**src/hw/lsl_pkg.sv**
```systemverilog
package lsl_pkg;
  // ==========================================================
  // sizes
  localparam int unsigned LSL_CH_N    = 16;
  localparam int unsigned LSL_GAIN_W  = 8;
  localparam int unsigned LSL_EV_W    = 4;
  localparam int unsigned LSL_AW      = 8;
  // ==========================================================
  // register byte offsets
  localparam logic [7:0] LSL_OFF_STATUS = 8'h00;
  localparam logic [7:0] LSL_OFF_MASK   = 8'h04;
  localparam logic [7:0] LSL_OFF_STATE  = 8'h08;
  localparam logic [7:0] LSL_OFF_GAIN   = 8'h0c;
  localparam logic [7:0] LSL_OFF_ERROR  = 8'h10;
  localparam logic [7:0] LSL_OFF_LATCH  = 8'h14;
  localparam logic [7:0] LSL_OFF_CTRL   = 8'h18;
  // ==========================================================
  // field positions
  localparam int unsigned LSL_EV_SPECIAL = 0;
  localparam int unsigned LSL_EV_NORMAL  = 1;
  localparam int unsigned LSL_EV_FAULT   = 2;
  localparam int unsigned LSL_EV_LATCH   = 3;
  localparam int unsigned LSL_CTRL_BLANK = 0;
  localparam int unsigned LSL_HTRANS_ACT = 1;
  // ==========================================================
  // reset values
  localparam logic [7:0]  LSL_GAIN_RST  = 8'hff;
  localparam logic [3:0]  LSL_MASK_RST  = 4'h0;
  localparam logic [15:0] LSL_LATCH_RST = 16'h0000;
  // ==========================================================
  // types
  typedef enum logic [1:0] {LSL_NORMAL, LSL_SWITCH, LSL_SPECIAL} lsl_phase_e;
  typedef struct packed {
    logic [15:0] open_load;
    logic [15:0] short_gnd;
    logic [15:0] short_supply;
    logic        over_temp;
  } lsl_fault_s;
  typedef struct packed {
    logic serial_clk;
    logic serial_in;
    logic latch_strobe;
    logic latch_strobe_undriven;
    logic output_blank_n;
  } lsl_pins_s;
  function automatic logic lsl_hit(input logic [7:0] a, input logic [7:0] off);
    return a == off;
  endfunction
endpackage

```
**src/hw/lsl_ctrl.sv**
```systemverilog
// Contract
// - each serial clock rise, except one that loads error bits, shifts serial_in into the shift register
// - 16-bit shift register plus parallel output latch, one bit per channel
// - last shift-register bit drives serial_out
// - strobe high passes shift register to latch; falling strobe holds it
// - blank low drives outputs from latch unless the CTRL blank bit is set; blank high turns all off
// - one-clock low pulse on blank starts the mode-switching phase
// - strobe level during switching selects normal or special mode
// - special mode: blank low enables outputs and checks channel current
// - special mode loads error bits into shift register for shifting out
// - special mode strobe loads 8-bit gain latch, output latch untouched
// - gain code applied as 256-step global current gain
// - one error bit per channel, flags any fault on it, open load only while that channel's latch bit is set
// - open-load, short-to-ground, optional supply short, overtemperature
// - undriven strobe reads low so latches hold
// - return to normal mode clears all error bits
`timescale 1ns/10ps
module lsl_ctrl #(
  parameter bit HAS_SUPPLY_SHORT = 1'b1
) (
  input  wire logic                clk_in,
  input  wire logic                rst_n_in,
  input  wire logic                hsel_in,
  input  wire logic [31:0]         haddr_in,
  input  wire logic [1:0]          htrans_in,
  input  wire logic                hwrite_in,
  input  wire logic [2:0]          hsize_in,
  input  wire logic [31:0]         hwdata_in,
  input  wire logic                hready_in,
  output logic                     hreadyout_out,
  output logic                     hresp_out,
  output logic [31:0]              hrdata_out,
  input  wire lsl_pkg::lsl_pins_s  pins_in,
  input  wire lsl_pkg::lsl_fault_s faults_in,
  output logic                     serial_out_out,
  output logic [15:0]              sink_outputs_out,
  output logic [7:0]               gain_code_out,
  output logic                     irq_out
);
  import lsl_pkg::*;

  localparam int unsigned SYNC_W = $bits(lsl_pins_s) + $bits(lsl_fault_s);

  // ==========================================================
  // input synchronisers
  logic [SYNC_W-1:0] sync1_r;
  logic [SYNC_W-1:0] sync2_r;
  always_ff @(posedge clk_in or negedge rst_n_in) begin
    if (!rst_n_in) begin
      sync1_r <= '0;
      sync2_r <= '0;
    end else begin
      sync1_r <= {pins_in, faults_in};
      sync2_r <= sync1_r;
    end
  end

  lsl_pins_s  pins_s;
  lsl_fault_s flt_s;
  assign {pins_s, flt_s} = sync2_r;

  wire strobe_s = pins_s.latch_strobe & ~pins_s.latch_strobe_undriven;
  wire blank_s  = pins_s.output_blank_n;

  // ==========================================================
  // serial clock edge and blank history
  logic       sclk_prev_r;
  logic [1:0] blank_hist_r;
  wire        sclk_rise;
  always_ff @(posedge clk_in or negedge rst_n_in) begin
    if (!rst_n_in) begin
      sclk_prev_r  <= 1'b0;
      blank_hist_r <= 2'b11;
    end else begin
      sclk_prev_r <= pins_s.serial_clk;
      if (sclk_rise)
        blank_hist_r <= {blank_hist_r[0], blank_s};
    end
  end

  assign sclk_rise  = pins_s.serial_clk & ~sclk_prev_r;
  // high, one sampled low, high again
  wire pulse_seen = sclk_rise & ({blank_hist_r, blank_s} == 3'b101);

  // ==========================================================
  // mode phase
  lsl_phase_e phase_r;
  lsl_phase_e phase_nxt;
  always_comb begin
    phase_nxt = phase_r;
    case (phase_r)
      LSL_NORMAL, LSL_SPECIAL: begin
        if (pulse_seen)
          phase_nxt = LSL_SWITCH;
      end
      LSL_SWITCH: begin
        if (sclk_rise)
          phase_nxt = strobe_s ? LSL_SPECIAL : LSL_NORMAL;
      end
      default: phase_nxt = LSL_NORMAL;
    endcase
  end

  always_ff @(posedge clk_in or negedge rst_n_in) begin
    if (!rst_n_in)
      phase_r <= LSL_NORMAL;
    else
      phase_r <= phase_nxt;
  end

  wire in_special = (phase_r == LSL_SPECIAL);
  wire in_normal  = (phase_r == LSL_NORMAL);
  wire to_special = (phase_r == LSL_SWITCH) & sclk_rise & strobe_s;
  wire to_normal  = (phase_r == LSL_SWITCH) & sclk_rise & ~strobe_s;

  // ==========================================================
  // shift register, latches, outputs
  logic [15:0] shreg_r;
  logic [15:0] latch_r;
  logic [7:0]  gain_r;
  logic [15:0] err_r;
  logic [15:0] sink_r;
  logic        ctrl_blank_r;

  // error window closes when blank rises in special mode
  wire load_err  = in_special & sclk_rise & ~blank_hist_r[0] & blank_s;
  wire latch_en  = strobe_s & in_normal;
  wire gain_en   = strobe_s & in_special;
  wire drive_on  = ~blank_s & ~ctrl_blank_r;
  wire detect_en = in_special & ~blank_s;

  wire [15:0] supply_flt = HAS_SUPPLY_SHORT ? flt_s.short_supply : 16'h0000;
  // open load only visible on a channel whose latch bit is set
  wire [15:0] ch_fault = (flt_s.open_load & latch_r) | flt_s.short_gnd
                       | supply_flt | {16{flt_s.over_temp}};
  wire [15:0] err_nxt  = to_normal ? 16'h0000 :
                         detect_en ? (err_r | ch_fault) : err_r;

  always_ff @(posedge clk_in or negedge rst_n_in) begin
    if (!rst_n_in) begin
      shreg_r <= 16'h0000;
      latch_r <= LSL_LATCH_RST;
      gain_r  <= LSL_GAIN_RST;
      err_r   <= 16'h0000;
      sink_r  <= 16'h0000;
    end else begin
      if (load_err)
        shreg_r <= err_r;
      else if (sclk_rise)
        shreg_r <= {shreg_r[14:0], pins_s.serial_in};
      if (latch_en)
        latch_r <= shreg_r;
      if (gain_en)
        gain_r <= shreg_r[7:0];
      err_r  <= err_nxt;
      sink_r <= drive_on ? latch_r : 16'h0000;
    end
  end

  assign serial_out_out   = shreg_r[15];
  assign sink_outputs_out = sink_r;
  // code feeds the current regulator reference
  assign gain_code_out    = gain_r;

  // ==========================================================
  // events, status, interrupt
  logic [3:0] status_r;
  logic [3:0] mask_r;
  logic       irq_r;
  wire  [3:0] events;
  assign events[LSL_EV_SPECIAL] = to_special;
  assign events[LSL_EV_NORMAL]  = to_normal;
  assign events[LSL_EV_FAULT]   = detect_en & |(ch_fault & ~err_r);
  assign events[LSL_EV_LATCH]   = latch_en & (latch_r != shreg_r);

  // ==========================================================
  // ahb-lite slave, zero wait state
  logic       wr_pend_r;
  logic [7:0] wr_addr_r;
  logic [31:0] rdata_r;

  wire [7:0] a_addr   = haddr_in[LSL_AW-1:0];
  wire       a_phase  = hsel_in & hready_in & htrans_in[LSL_HTRANS_ACT];
  wire       wr_stat  = wr_pend_r & lsl_hit(wr_addr_r, LSL_OFF_STATUS);
  wire       wr_mask  = wr_pend_r & lsl_hit(wr_addr_r, LSL_OFF_MASK);
  wire       wr_ctrl  = wr_pend_r & lsl_hit(wr_addr_r, LSL_OFF_CTRL);
  wire [3:0] w1c      = wr_stat ? hwdata_in[3:0] : 4'h0;
  // set wins over a clear in the same cycle
  wire [3:0] status_nxt = (status_r & ~w1c) | events;

  wire [31:0] rd_mux =
    lsl_hit(a_addr, LSL_OFF_STATUS) ? {28'h0, status_r} :
    lsl_hit(a_addr, LSL_OFF_MASK)   ? {28'h0, mask_r} :
    lsl_hit(a_addr, LSL_OFF_STATE)  ? {29'h0, serial_out_out, phase_r} :
    lsl_hit(a_addr, LSL_OFF_GAIN)   ? {24'h0, gain_r} :
    lsl_hit(a_addr, LSL_OFF_ERROR)  ? {16'h0, err_r} :
    lsl_hit(a_addr, LSL_OFF_LATCH)  ? {16'h0, latch_r} :
    lsl_hit(a_addr, LSL_OFF_CTRL)   ? {31'h0, ctrl_blank_r} : 32'h0;

  always_ff @(posedge clk_in or negedge rst_n_in) begin
    if (!rst_n_in) begin
      wr_pend_r <= 1'b0;
      wr_addr_r <= 8'h00;
      rdata_r   <= 32'h0;
    end else begin
      wr_pend_r <= a_phase & hwrite_in;
      if (a_phase)
        wr_addr_r <= a_addr;
      if (a_phase & ~hwrite_in)
        rdata_r <= rd_mux;
    end
  end

  always_ff @(posedge clk_in or negedge rst_n_in) begin
    if (!rst_n_in) begin
      status_r     <= 4'h0;
      mask_r       <= LSL_MASK_RST;
      ctrl_blank_r <= 1'b0;
      irq_r        <= 1'b0;
    end else begin
      status_r <= status_nxt;
      if (wr_mask)
        mask_r <= hwdata_in[3:0];
      if (wr_ctrl)
        ctrl_blank_r <= hwdata_in[LSL_CTRL_BLANK];
      irq_r <= |(status_r & mask_r);
    end
  end

  assign hreadyout_out = 1'b1;
  assign hresp_out     = 1'b0;
  assign hrdata_out    = rdata_r;
  assign irq_out       = irq_r;
endmodule // lsl_ctrl

```
**config.mk**
```make
export PLATFORM = sky130hd
export DESIGN_NAME = lsl_ctrl
export DESIGN_NICKNAME = d
export VERILOG_FILES = /design/src/hw/lsl_pkg.sv /design/src/hw/lsl_ctrl.sv
export SDC_FILE = /design/constraint.sdc
export NUM_CORES = 1
export LEC_CHECK = 0
export BUFFER_PORTS_ARGS = -buffer_cell sky130_fd_sc_hd__buf_2
export CAP_MARGIN = 10
export CORE_AREA = 5 5 158 160
export DETAILED_ROUTE_END_ITERATION = 10
export DIE_AREA = 0 0 163 165
export PLACE_DENSITY = 0.67
export SYNTH_ARGS = -nofsm -noshare
export SYNTH_HDL_FRONTEND = slang
export SYNTH_SLANG_ARGS = --single-unit
```
**constraint.sdc**
```tcl
create_clock -name clk_in -period 1.8 [get_ports clk_in]
set_input_delay 0.09 -clock clk_in [delete_from_list [all_inputs] [get_ports clk_in]]
set_output_delay 0.09 -clock clk_in [all_outputs]
set_load 0.005 [all_outputs]
```
==> results of run 1 <==
## what timing repair did
action                                  4_1_cts  5_1_grt
gates resized for setup                      32       11
hold endpoints to repair                    286        0
hold buffers                                 65        0
endpoints found under the setup margin        7        9
pin swaps                                     5        5
## critical path, delay by kind of cell (launching register included)
family                 cells  cell delay (ns)
buffers and inverters      2             0.32
AOI/OAI and AO/OA          3             0.50
and+or+nand+nor            2             0.45
DFF                        1             0.46
## layer usage
layer,track usage,vias to the layer above
li1,-,2477
met1,0.210,2575
met2,0.223,145
met3,0.0270,32
met4,0.0412,0
met5,0,-
## layout make-up
cell class / instances / area share
clock inverters: 10 / 0.0127
clock buffers: 30 / 0.0583
inverters: 20 / 0.00693
repair buffers: 223 / 0.149
multi-input cells: 330 / 0.227
flip-flops and latches: 220 / 0.509
well taps: 319 / 0.0368
## worst max-delay path by stage
stage                     slack [ns]     endpoint          from  depth (start not counted)
after floorplan                 0.15    mask_r[0]  wr_addr_r[5]                          4
after global placement         -0.31  status_r[2]    sync2_r[0]                          6
after detailed placement       -0.27  status_r[2]    sync2_r[0]                          6
after CTS                      0.005  status_r[2]    sync2_r[0]                          7
after global routing           -0.18  status_r[2]    sync2_r[0]                          7
final                          -0.04  status_r[2]    sync2_r[0]                          7
## registers in the layout, summed over array words and instances (netlist names)
register	flops
err_r	16
blank_hist_r	2
ctrl_blank_r	1
sclk_prev_r	1
sync2_r	54
sync1_r	54
irq_out	1
shreg_r	16
wr_pend_r	1
status_r	4
hrdata_out	16
mask_r	4
phase_r	2
wr_addr_r	8
sink_outputs_out	16
latch_r	16
gain_code_out	8
## layout by cell type, fill, tap and decap left out, types with 6 or more instances in the layout
master         count
dfrtp_1          209
buf_2            112
dlygate4sd3_1     65
nand2_1           43
buf_4             39
mux2_2            34
mux2i_1           32
o21ai_0           25
a21oi_1           25
clkbuf_16         23
inv_1             20
conb_1            18
or3_1             17
and2_1            16
xor2_1            16
nor2_1            12
o22ai_1           11
a2111oi_2         10
dfstp_2           10
nand2b_1           9
o21ai_1            8
nor4_1             6
## power by group through the flow
stage	Combinational, W	Sequential, W	Clock, W
after floorplan	0.000963	0.00613	0
after global placement	0.00174	0.00629	0
after detailed placement	0.00178	0.00631	0
after CTS	0.00193	0.00627	0.00487
after global routing	0.00216	0.00638	0.00507
final	0.00192	0.00631	0.00476
## logic make-up after synthesis
kind of cell	after synthesis
buffers and inverters	61
DFF	220
AOI/OAI and AO/OA	101
other	2
and+or+nand+nor	125
muxes	70
xor gates and xnor gates	16
## metrics by stage
step                power, W  hold slack [ns]
finish                0.0130           0.0611
global route          0.0136           0.0681
CTS                   0.0131           0.0431
detailed placement   0.00809           0.0665
global placement     0.00804           0.0668
floorplan            0.00709           -0.206
==> flow_summary.toml, run 1 <==
[run_status]
outcome = "finished, violations left"
violations = "setup timing"

[cts]
post_cts_buffers = 0
clock_latency_ns = 0.50
cts_max_level = 1
cts_tree = "built"
clockRootBuffer = "clkbuf_16"
cts_buffers = 23
cts.path.max_buffers = 3
cts.sinks = 220
cts.clk_slew.worst_paths_ns = 0.06

[synthesis]
synthAdderAreaFrac = 0
synth_edf_count = 0
synth_top_area_frac = 0.653
yosysMostFrequentCell = "dfrtp_1"
syn_area_mm2 = 0.00804
synth_compound_area_frac = 0.0783
yosysSeqAreaShare = 0.686
yosysUniqueCellTypes = 50
muxShareOfSynthArea = 0.0930
synth-main-ff-cell = "dfrtp_1"
syn_avg_cell_area_um2 = 13.5
synth-warning-count = 0
synth_top_family_by_area = "multiplexers"
syn-instance-count = 595
synth_top_area_cell = "dfrtp_1"
synth-xor-area-share = 0.0174
synth_area_leaders = "dfrtp_1 65%, mux2_2 4.8%, mux2i_1 4.0%, dfstp_2 3.3%, nand2_1 2.0%"
synth_seq_cells = 220
yosys-top-cells-count = "210 x dfrtp_1, 43 x nand2_1, 34 x mux2_2"
yosys.area_share.simple = 0.0851
ys_async_sr_fraction = 1.00

[placed_design]
place.gp.congestion = 0.842
dpl.cell_count = 1047
port_buffers = 113
place_ws_ns = -0.274
placed_area_mm2 = 0.00921
dp_hpwl_um = 13300

[pwr]
power_frac_comb = 0.148
seq_power_share = 0.486
power_density_mw_per_mm2 = 1200
p_sw_frac = 0.267
ir_worst_vdd_uv = 819
p_int_w = 0.00952
leakage_nw = 5.13
clock_power_share = 0.366
p_sw_w = 0.00348

[floorplan]
floorplan.die.height_um = 165
io_pins = 188
initial_utilization = 0.346
die_width_um = 163
row_count = 56
fp.dieArea_mm2 = 0.0269
coreArea_mm2 = 0.0233

[setup_path]
start_kind = "flop"
worstPathCellList = "buf_6, a2111oi_2, buf_4, o22ai_1, nor4_1, nand2_1, a22o_1"
path_max_fanout = 6
rr_endpoint = "status_r[2]"
ff2ff_path_depth = 7
crit_path_top_delay_cell = "dfrtp_2"
slowest_delay_ns = 0.46
required_ns = 2.19
r2r_start = "sync2_r[0]"
critical_path_class = "reg2reg"
reg2reg_setup_slack_ns = -0.04
arrival_ns = 2.23
critPathCaptureType = "flop"

[hold_path]
worstHoldPathCells = 4
hp-class = "in2reg"
hold_end = "wr_pend_r"
worstHoldStart = "hready_in"

[flow_run]
maxCapViolCount = 0

[final_layout]
fin_area_mm2 = 0.0108
antenna_cells = 0
postLayoutCoreUtil = 0.466
finalNetCount = 946
drive_gt1_frac = 0.318
multi_input_comb_area_mm2 = 0.00246
seq_area_mm2 = 0.00552
nFillCells = 2077
syn_to_final_growth_pct = 34.7
fin_cells = 1152

[detailed_routing]
route.met3.wl_um = 1070
wl_met2_um = 8640
firstDrtPassIters = 4
drtAntennaViolNets = 0
routedWlPerCell_um = 16.6
top_layer_used = "met4"
drt-vias-per-instance = 4.54
drt-total-wl_um = 19100
drt_iter0_markers = 185
num_vias = 5229
wl_met1_um = 9000
detail_route.drc_violations = 0

[sta]
fin_ws_ns = -0.0417
drv_slew = 0
hold_viol = 0
setup_viol = 1
max_freq_mhz = 543
finalCritPeriodShare = 1.02
period_minus_slack_ns = 1.84
rsz0062_at_grt = "true"
clock_skew_ns = 0.00815
timing.setup.tns_ns = -0.0417

[global_route]
antenna_found_initial = 0
grt-ovfl-total = 0
grt_pass1_wl_um = 30800
grt_pass1_vias = 5644
gr-usage-all-layers = 0.145
grt_max_degree = 66
No activity file was read; power rests on OpenSTA's default activity.
==> run 2, diff against run 1 <==
CTS_BUF_LIST = sky130_fd_sc_hd__clkbuf_8   (was not set)
==> flow_summary.toml, run 2 (synthesized netlist as in run 1, its figures left out) <==
[setup_path]
arrival_ns = 2.20
critical_path_class = "reg2reg"
cp_top_family = "compound AO/OA/AOI/OAI gates"
crit_path_top_delay_cell = "dfrtp_2"
required_ns = 2.19
start_kind = "flop"
ff2ff_path_depth = 7
path_max_fanout = 6
worstPathCellList = "buf_8, a2111oi_2, buf_4, o22ai_1, nor4_1, nand2_1, a22o_1"
critical_path_depth = 7
path_buf_inv = 2
slowest_delay_ns = 0.46
critPathCaptureType = "flop"

[global_route]
antenna_found_initial = 0
gr-usage-all-layers = 0.146
grt_pass1_vias = 5683
grt_pass1_wl_um = 31000
grt_max_degree = 66
grt-ovfl-total = 0

[detailed_routing]
drt-vias-per-instance = 4.50
num_vias = 5313
firstDrtPassIters = 4
routedWlPerCell_um = 16.5
drt_iter0_markers = 155
detail_route.drc_violations = 0
drt-total-wl_um = 19400
drtAntennaViolNets = 0

[hold_path]
hp-class = "in2reg"
worstHoldPathCells = 2

[final_layout]
nFillCells = 2095
finalNetCount = 961
fin_area_mm2 = 0.0109
final_common_cell = "dfrtp_1"
reg_top3 = "sync1_r: 54 flops, sync2_r: 54 flops"
antenna_cells = 0
syn_to_final_growth_pct = 34.9
drive_gt1_frac = 0.328
postLayoutCoreUtil = 0.466
mostFrequentLayoutCells = "209 x dfrtp_1, 112 x buf_2, 65 x dlygate4sd3_1"

[run_status]
violations = "setup timing"
outcome = "finished, violations left"

[sta]
clock_skew_ns = 0.0104
finalCritPeriodShare = 1.00
timing.setup.tns_ns = -0.00163
drv_slew = 0
max_freq_mhz = 555
hold_viol = 0
rsz0062_at_grt = "true"
period_minus_slack_ns = 1.80
setup_viol = 1
fin_ws_ns = -0.00163

[floorplan]
floorplan.die.height_um = 165
die_width_um = 163
coreArea_mm2 = 0.0233
initial_utilization = 0.346
row_count = 56
fp.dieArea_mm2 = 0.0269
io_pins = 188

[pwr]
ir_worst_vdd_uv = 834
total_power_w = 0.0124
power_density_mw_per_mm2 = 1140
leakage_nw = 5.19

[cts]
cts_max_level = 2
cts_buffers = 36
clock_latency_ns = 0.51
cts_tree = "built"
cts.sinks = 220
cts.path.max_buffers = 3
cts.clk_slew.worst_paths_ns = 0.06
clockRootBuffer = "clkbuf_8"

[placed_design]
place.gp.congestion = 0.842
placed_area_mm2 = 0.00921
port_buffers = 113
dp_hpwl_um = 13300

[flow_run]
maxCapViolCount = 0
run 2: cell count changes in the layout (fill, tap and decap cells not counted), moves of 2 or more:
cell and delta:
a2111oi_2 -4, a2111oi_4 +5, buf_4 +3, buf_6 -2
bufinv_16 -3, clkbuf_1 -4, clkbuf_16 -23, clkbuf_8 +42
inv_1 +16
run 2: final cells by class:
cell class	count	area (µm²)	area share
Sequential cell	220	5520	0.509
Multi-Input combinational cell	330	2520	0.232
Timing Repair Buffer	225	1630	0.150
Clock buffer	45	619	0.0571
Tap cell	319	399	0.0368
Clock inverter	21	92.6	0.00853
Inverter	20	75.1	0.00692
run 2: routing by layer:
| layer | up-vias | GRT usage | routed length [µm] | share of wire |
|---|---|---|---|---|
| met1 | 2587 | 0.212 | 9230 | 0.47 |
| met4 | 0 | 0.0469 | 458 | 0.024 |
| met3 | 36 | 0.0302 | 1030 | 0.053 |
| met2 | 172 | 0.222 | 8710 | 0.45 |
| met5 | - | 0 | 0 | 0 |
| li1 | 2518 | - | - | - |
run 2: timing repair:
action,in CTS,in global routing
setup buffers,0,2
gates resized for setup,24,24
setup endpoints to repair,4,11
hold buffers,65,0
cloned,0,0
pin swaps,2,5
endpoints found under the hold margin,287,0
run 2: worst reg2reg max path: stages (launching register included):
cell,delay (ns)
dfrtp_2,0.46
buf_8,0.16
a2111oi_2,0.21
buf_4,0.17
o22ai_1,0.08
nor4_1,0.31
nand2_1,0.09
a22o_1,0.23
run 2: per-stage QoR:
stage                     setup WS (ns)  hold WS (ns)  std cells
final                          -0.00163        0.0375       1180
after global routing             -0.100        0.0302       1180
after CTS                       0.00234       0.00849       1178
after detailed placement         -0.274        0.0665       1047
after global placement           -0.309        0.0668       1047
after floorplan                   0.149        -0.206        611
run 2: report_power, final:
group / switching, W / total, W / leakage (nW) / internal (W)
registers: 0.000685 / 0.00632 / 2.69 / 0.00563
logic: 0.000934 / 0.00193 / 2.08 / 0.000996
clock network: 0.00186 / 0.00412 / 0.417 / 0.00226
total: 0.00348 / 0.0124 / 5.19 / 0.00889
run 2: final timing paths:
check	slack, ns	start	to
worst min register to register	0.34	sync1_r[6]	sync2_r[6]
max in group asynchronous	0.96	rst_n_in	gain_code_out[0]
worst max-delay path	-0.002	sync2_r[0]	status_r[2]
worst max register to register	-0.002	sync2_r[0]	status_r[2]
min in group asynchronous	0.10	rst_n_in	sync1_r[41]
worst min-delay path	0.04	haddr_in[3]	wr_addr_r[3]
==> run 3, diff against run 2 <==
REMOVE_ABC_BUFFERS = 1   (was not set)
==> flow_summary.toml, run 3 (synthesized netlist as in run 1, its figures left out) <==
[run_status]
outcome = "finished, final reports clean"

[sta]
period_minus_slack_ns = 1.78
finalCritPeriodShare = 0.990
setup_viol = 0
slew_headroom = 0.657
fin_ws_ns = 0.0178
whs_ns = 0.0463
hold_viol = 0
rsz0062_at_grt = "true"
clock_skew_ns = 0.0200
drv_slew = 0
worst_pin_slew_ns = 0.514
max_freq_mhz = 561

[final_layout]
finalNetCount = 966
final_common_cell = "dfrtp_1"
mostFrequentLayoutCells = "210 x dfrtp_1, 112 x buf_2, 65 x dlygate4sd3_1"
syn_to_final_growth_pct = 36.0
nFillCells = 2111
fin_area_mm2 = 0.0109
reg_top3 = "sync1_r: 54 flops, sync2_r: 54 flops"
drive_gt1_frac = 0.333
postLayoutCoreUtil = 0.470
antenna_cells = 0

[placed_design]
dp_hpwl_um = 13300
placed_area_mm2 = 0.00928
place.gp.congestion = 0.813
port_buffers = 113
place_ws_ns = -0.0940

[pwr]
p_sw_frac = 0.270
p_sw_w = 0.00357
seq_power_share = 0.472
p_int_w = 0.00963
power_frac_comb = 0.150
power_density_mw_per_mm2 = 1210
clock_power_share = 0.378
leakage_nw = 5.26
ir_worst_vdd_uv = 659

[detailed_routing]
drt-vias-per-instance = 4.52
firstDrtPassIters = 4
drtAntennaViolNets = 0
detail_route.drc_violations = 0
routedWlPerCell_um = 16.2
num_vias = 5361
drt_iter0_markers = 348
drt-total-wl_um = 19200

[setup_path]
arrival_ns = 2.20
critical_path_class = "reg2reg"
path_max_fanout = 10
reg2reg_setup_slack_ns = 0.02
start_kind = "flop"
r2r_start = "sync2_r[0]"
critPathCaptureType = "flop"
ff2ff_path_depth = 7
required_ns = 2.22
rr_endpoint = "status_r[2]"

[cts]
clockRootBuffer = "clkbuf_8"
cts.clk_slew.worst_paths_ns = 0.07
cts.path.max_buffers = 3
post_cts_buffers = 0
clock_latency_ns = 0.53
cts_buffers = 39
cts.sinks = 220
cts_tree = "built"
cts_max_level = 2

[floorplan]
row_count = 56
fp.dieArea_mm2 = 0.0269
initial_utilization = 0.346
floorplan.die.height_um = 165
io_pins = 188
die_width_um = 163
coreArea_mm2 = 0.0233

[flow_run]
maxCapViolCount = 0

[global_route]
grt_max_degree = 59
antenna_found_initial = 0
grt_pass1_wl_um = 30800
grt_pass1_vias = 5678
grt-ovfl-total = 0
gr-usage-all-layers = 0.146

[hold_path]
hp-class = "in2reg"
hold_end = "wr_pend_r"
worstHoldStart = "hready_in"
worstHoldPathCells = 4
==> run 3: timing repair <==
item                                    4_1_cts  5_1_grt
endpoints found under the setup margin        5        7
endpoints found under the hold margin       252        0
gates resized for setup                      19       12
pin swaps                                     1        1
hold buffers                                 65        0
==> run 3: per-layer routing <==
layer,GRT usage,share of wire,vias up
met4,0.0431,0.015,0
met5,0,0,-
met3,0.0304,0.061,27
met1,0.204,0.45,2641
li1,-,-,2526
met2,0.231,0.47,167
==> run 3: metrics by stage <==
stage / cells / TNS (ns) / power, W
5_1_grt: 1185 / -0.0832 / 0.0139
6_report: 1185 / 0 / 0.0132
3_5_place_dp: 1051 / -0.157 / 0.00810
4_1_cts: 1185 / 0 / 0.0133
3_3_place_gp: 1051 / -0.167 / 0.00805
2_1_floorplan: 570 / -8.25 / 0.00703
==> run 3: area by class of cell <==
| cell class | instances | area, µm² | area share |
|---|---|---|---|
| Timing Repair Buffer | 227 | 1670 | 0.153 |
| Sequential cell | 220 | 5520 | 0.505 |
| Tap cell | 319 | 399 | 0.0365 |
| Multi-Input combinational cell | 330 | 2410 | 0.220 |
| Inverter | 20 | 75.1 | 0.00686 |
| Clock inverter | 21 | 204 | 0.0186 |
| Clock buffer | 48 | 661 | 0.0604 |
==> run 3: power by group through the flow <==
| stage | registers, W | clock network, W | logic, W |
|---|---|---|---|
| after floorplan | 0.00613 | 0 | 0.000902 |
| final | 0.00623 | 0.00498 | 0.00198 |
| after global placement | 0.00623 | 0 | 0.00182 |
| after global routing | 0.00630 | 0.00540 | 0.00220 |
| after detailed placement | 0.00625 | 0 | 0.00185 |
| after CTS | 0.00619 | 0.00515 | 0.00198 |
==> run 3: worst max-delay path by stage <==
stage | startpoint | endpoint | slack, ns | cells after the start
2_1_floorplan | sclk_prev_r | shreg_r[0] | -0.44 | 5
3_3_place_gp | latch_r[3] | status_r[2] | -0.17 | 5
3_5_place_dp | sync2_r[0] | status_r[2] | -0.09 | 6
4_1_cts | sync2_r[0] | status_r[2] | 0.01 | 7
5_1_grt | sync2_r[0] | status_r[2] | -0.08 | 7
6_report | sync2_r[0] | status_r[2] | 0.02 | 7
==> run 3: worst max-delay path, cell delays in order, from the launching register on <==
cell and delay (ns):
dfrtp_1 0.38, buf_6 0.17, a2111oi_1 0.28, buf_4 0.17, o22ai_1 0.07, nor4_1 0.29
nand2_1 0.09, a22o_1 0.23
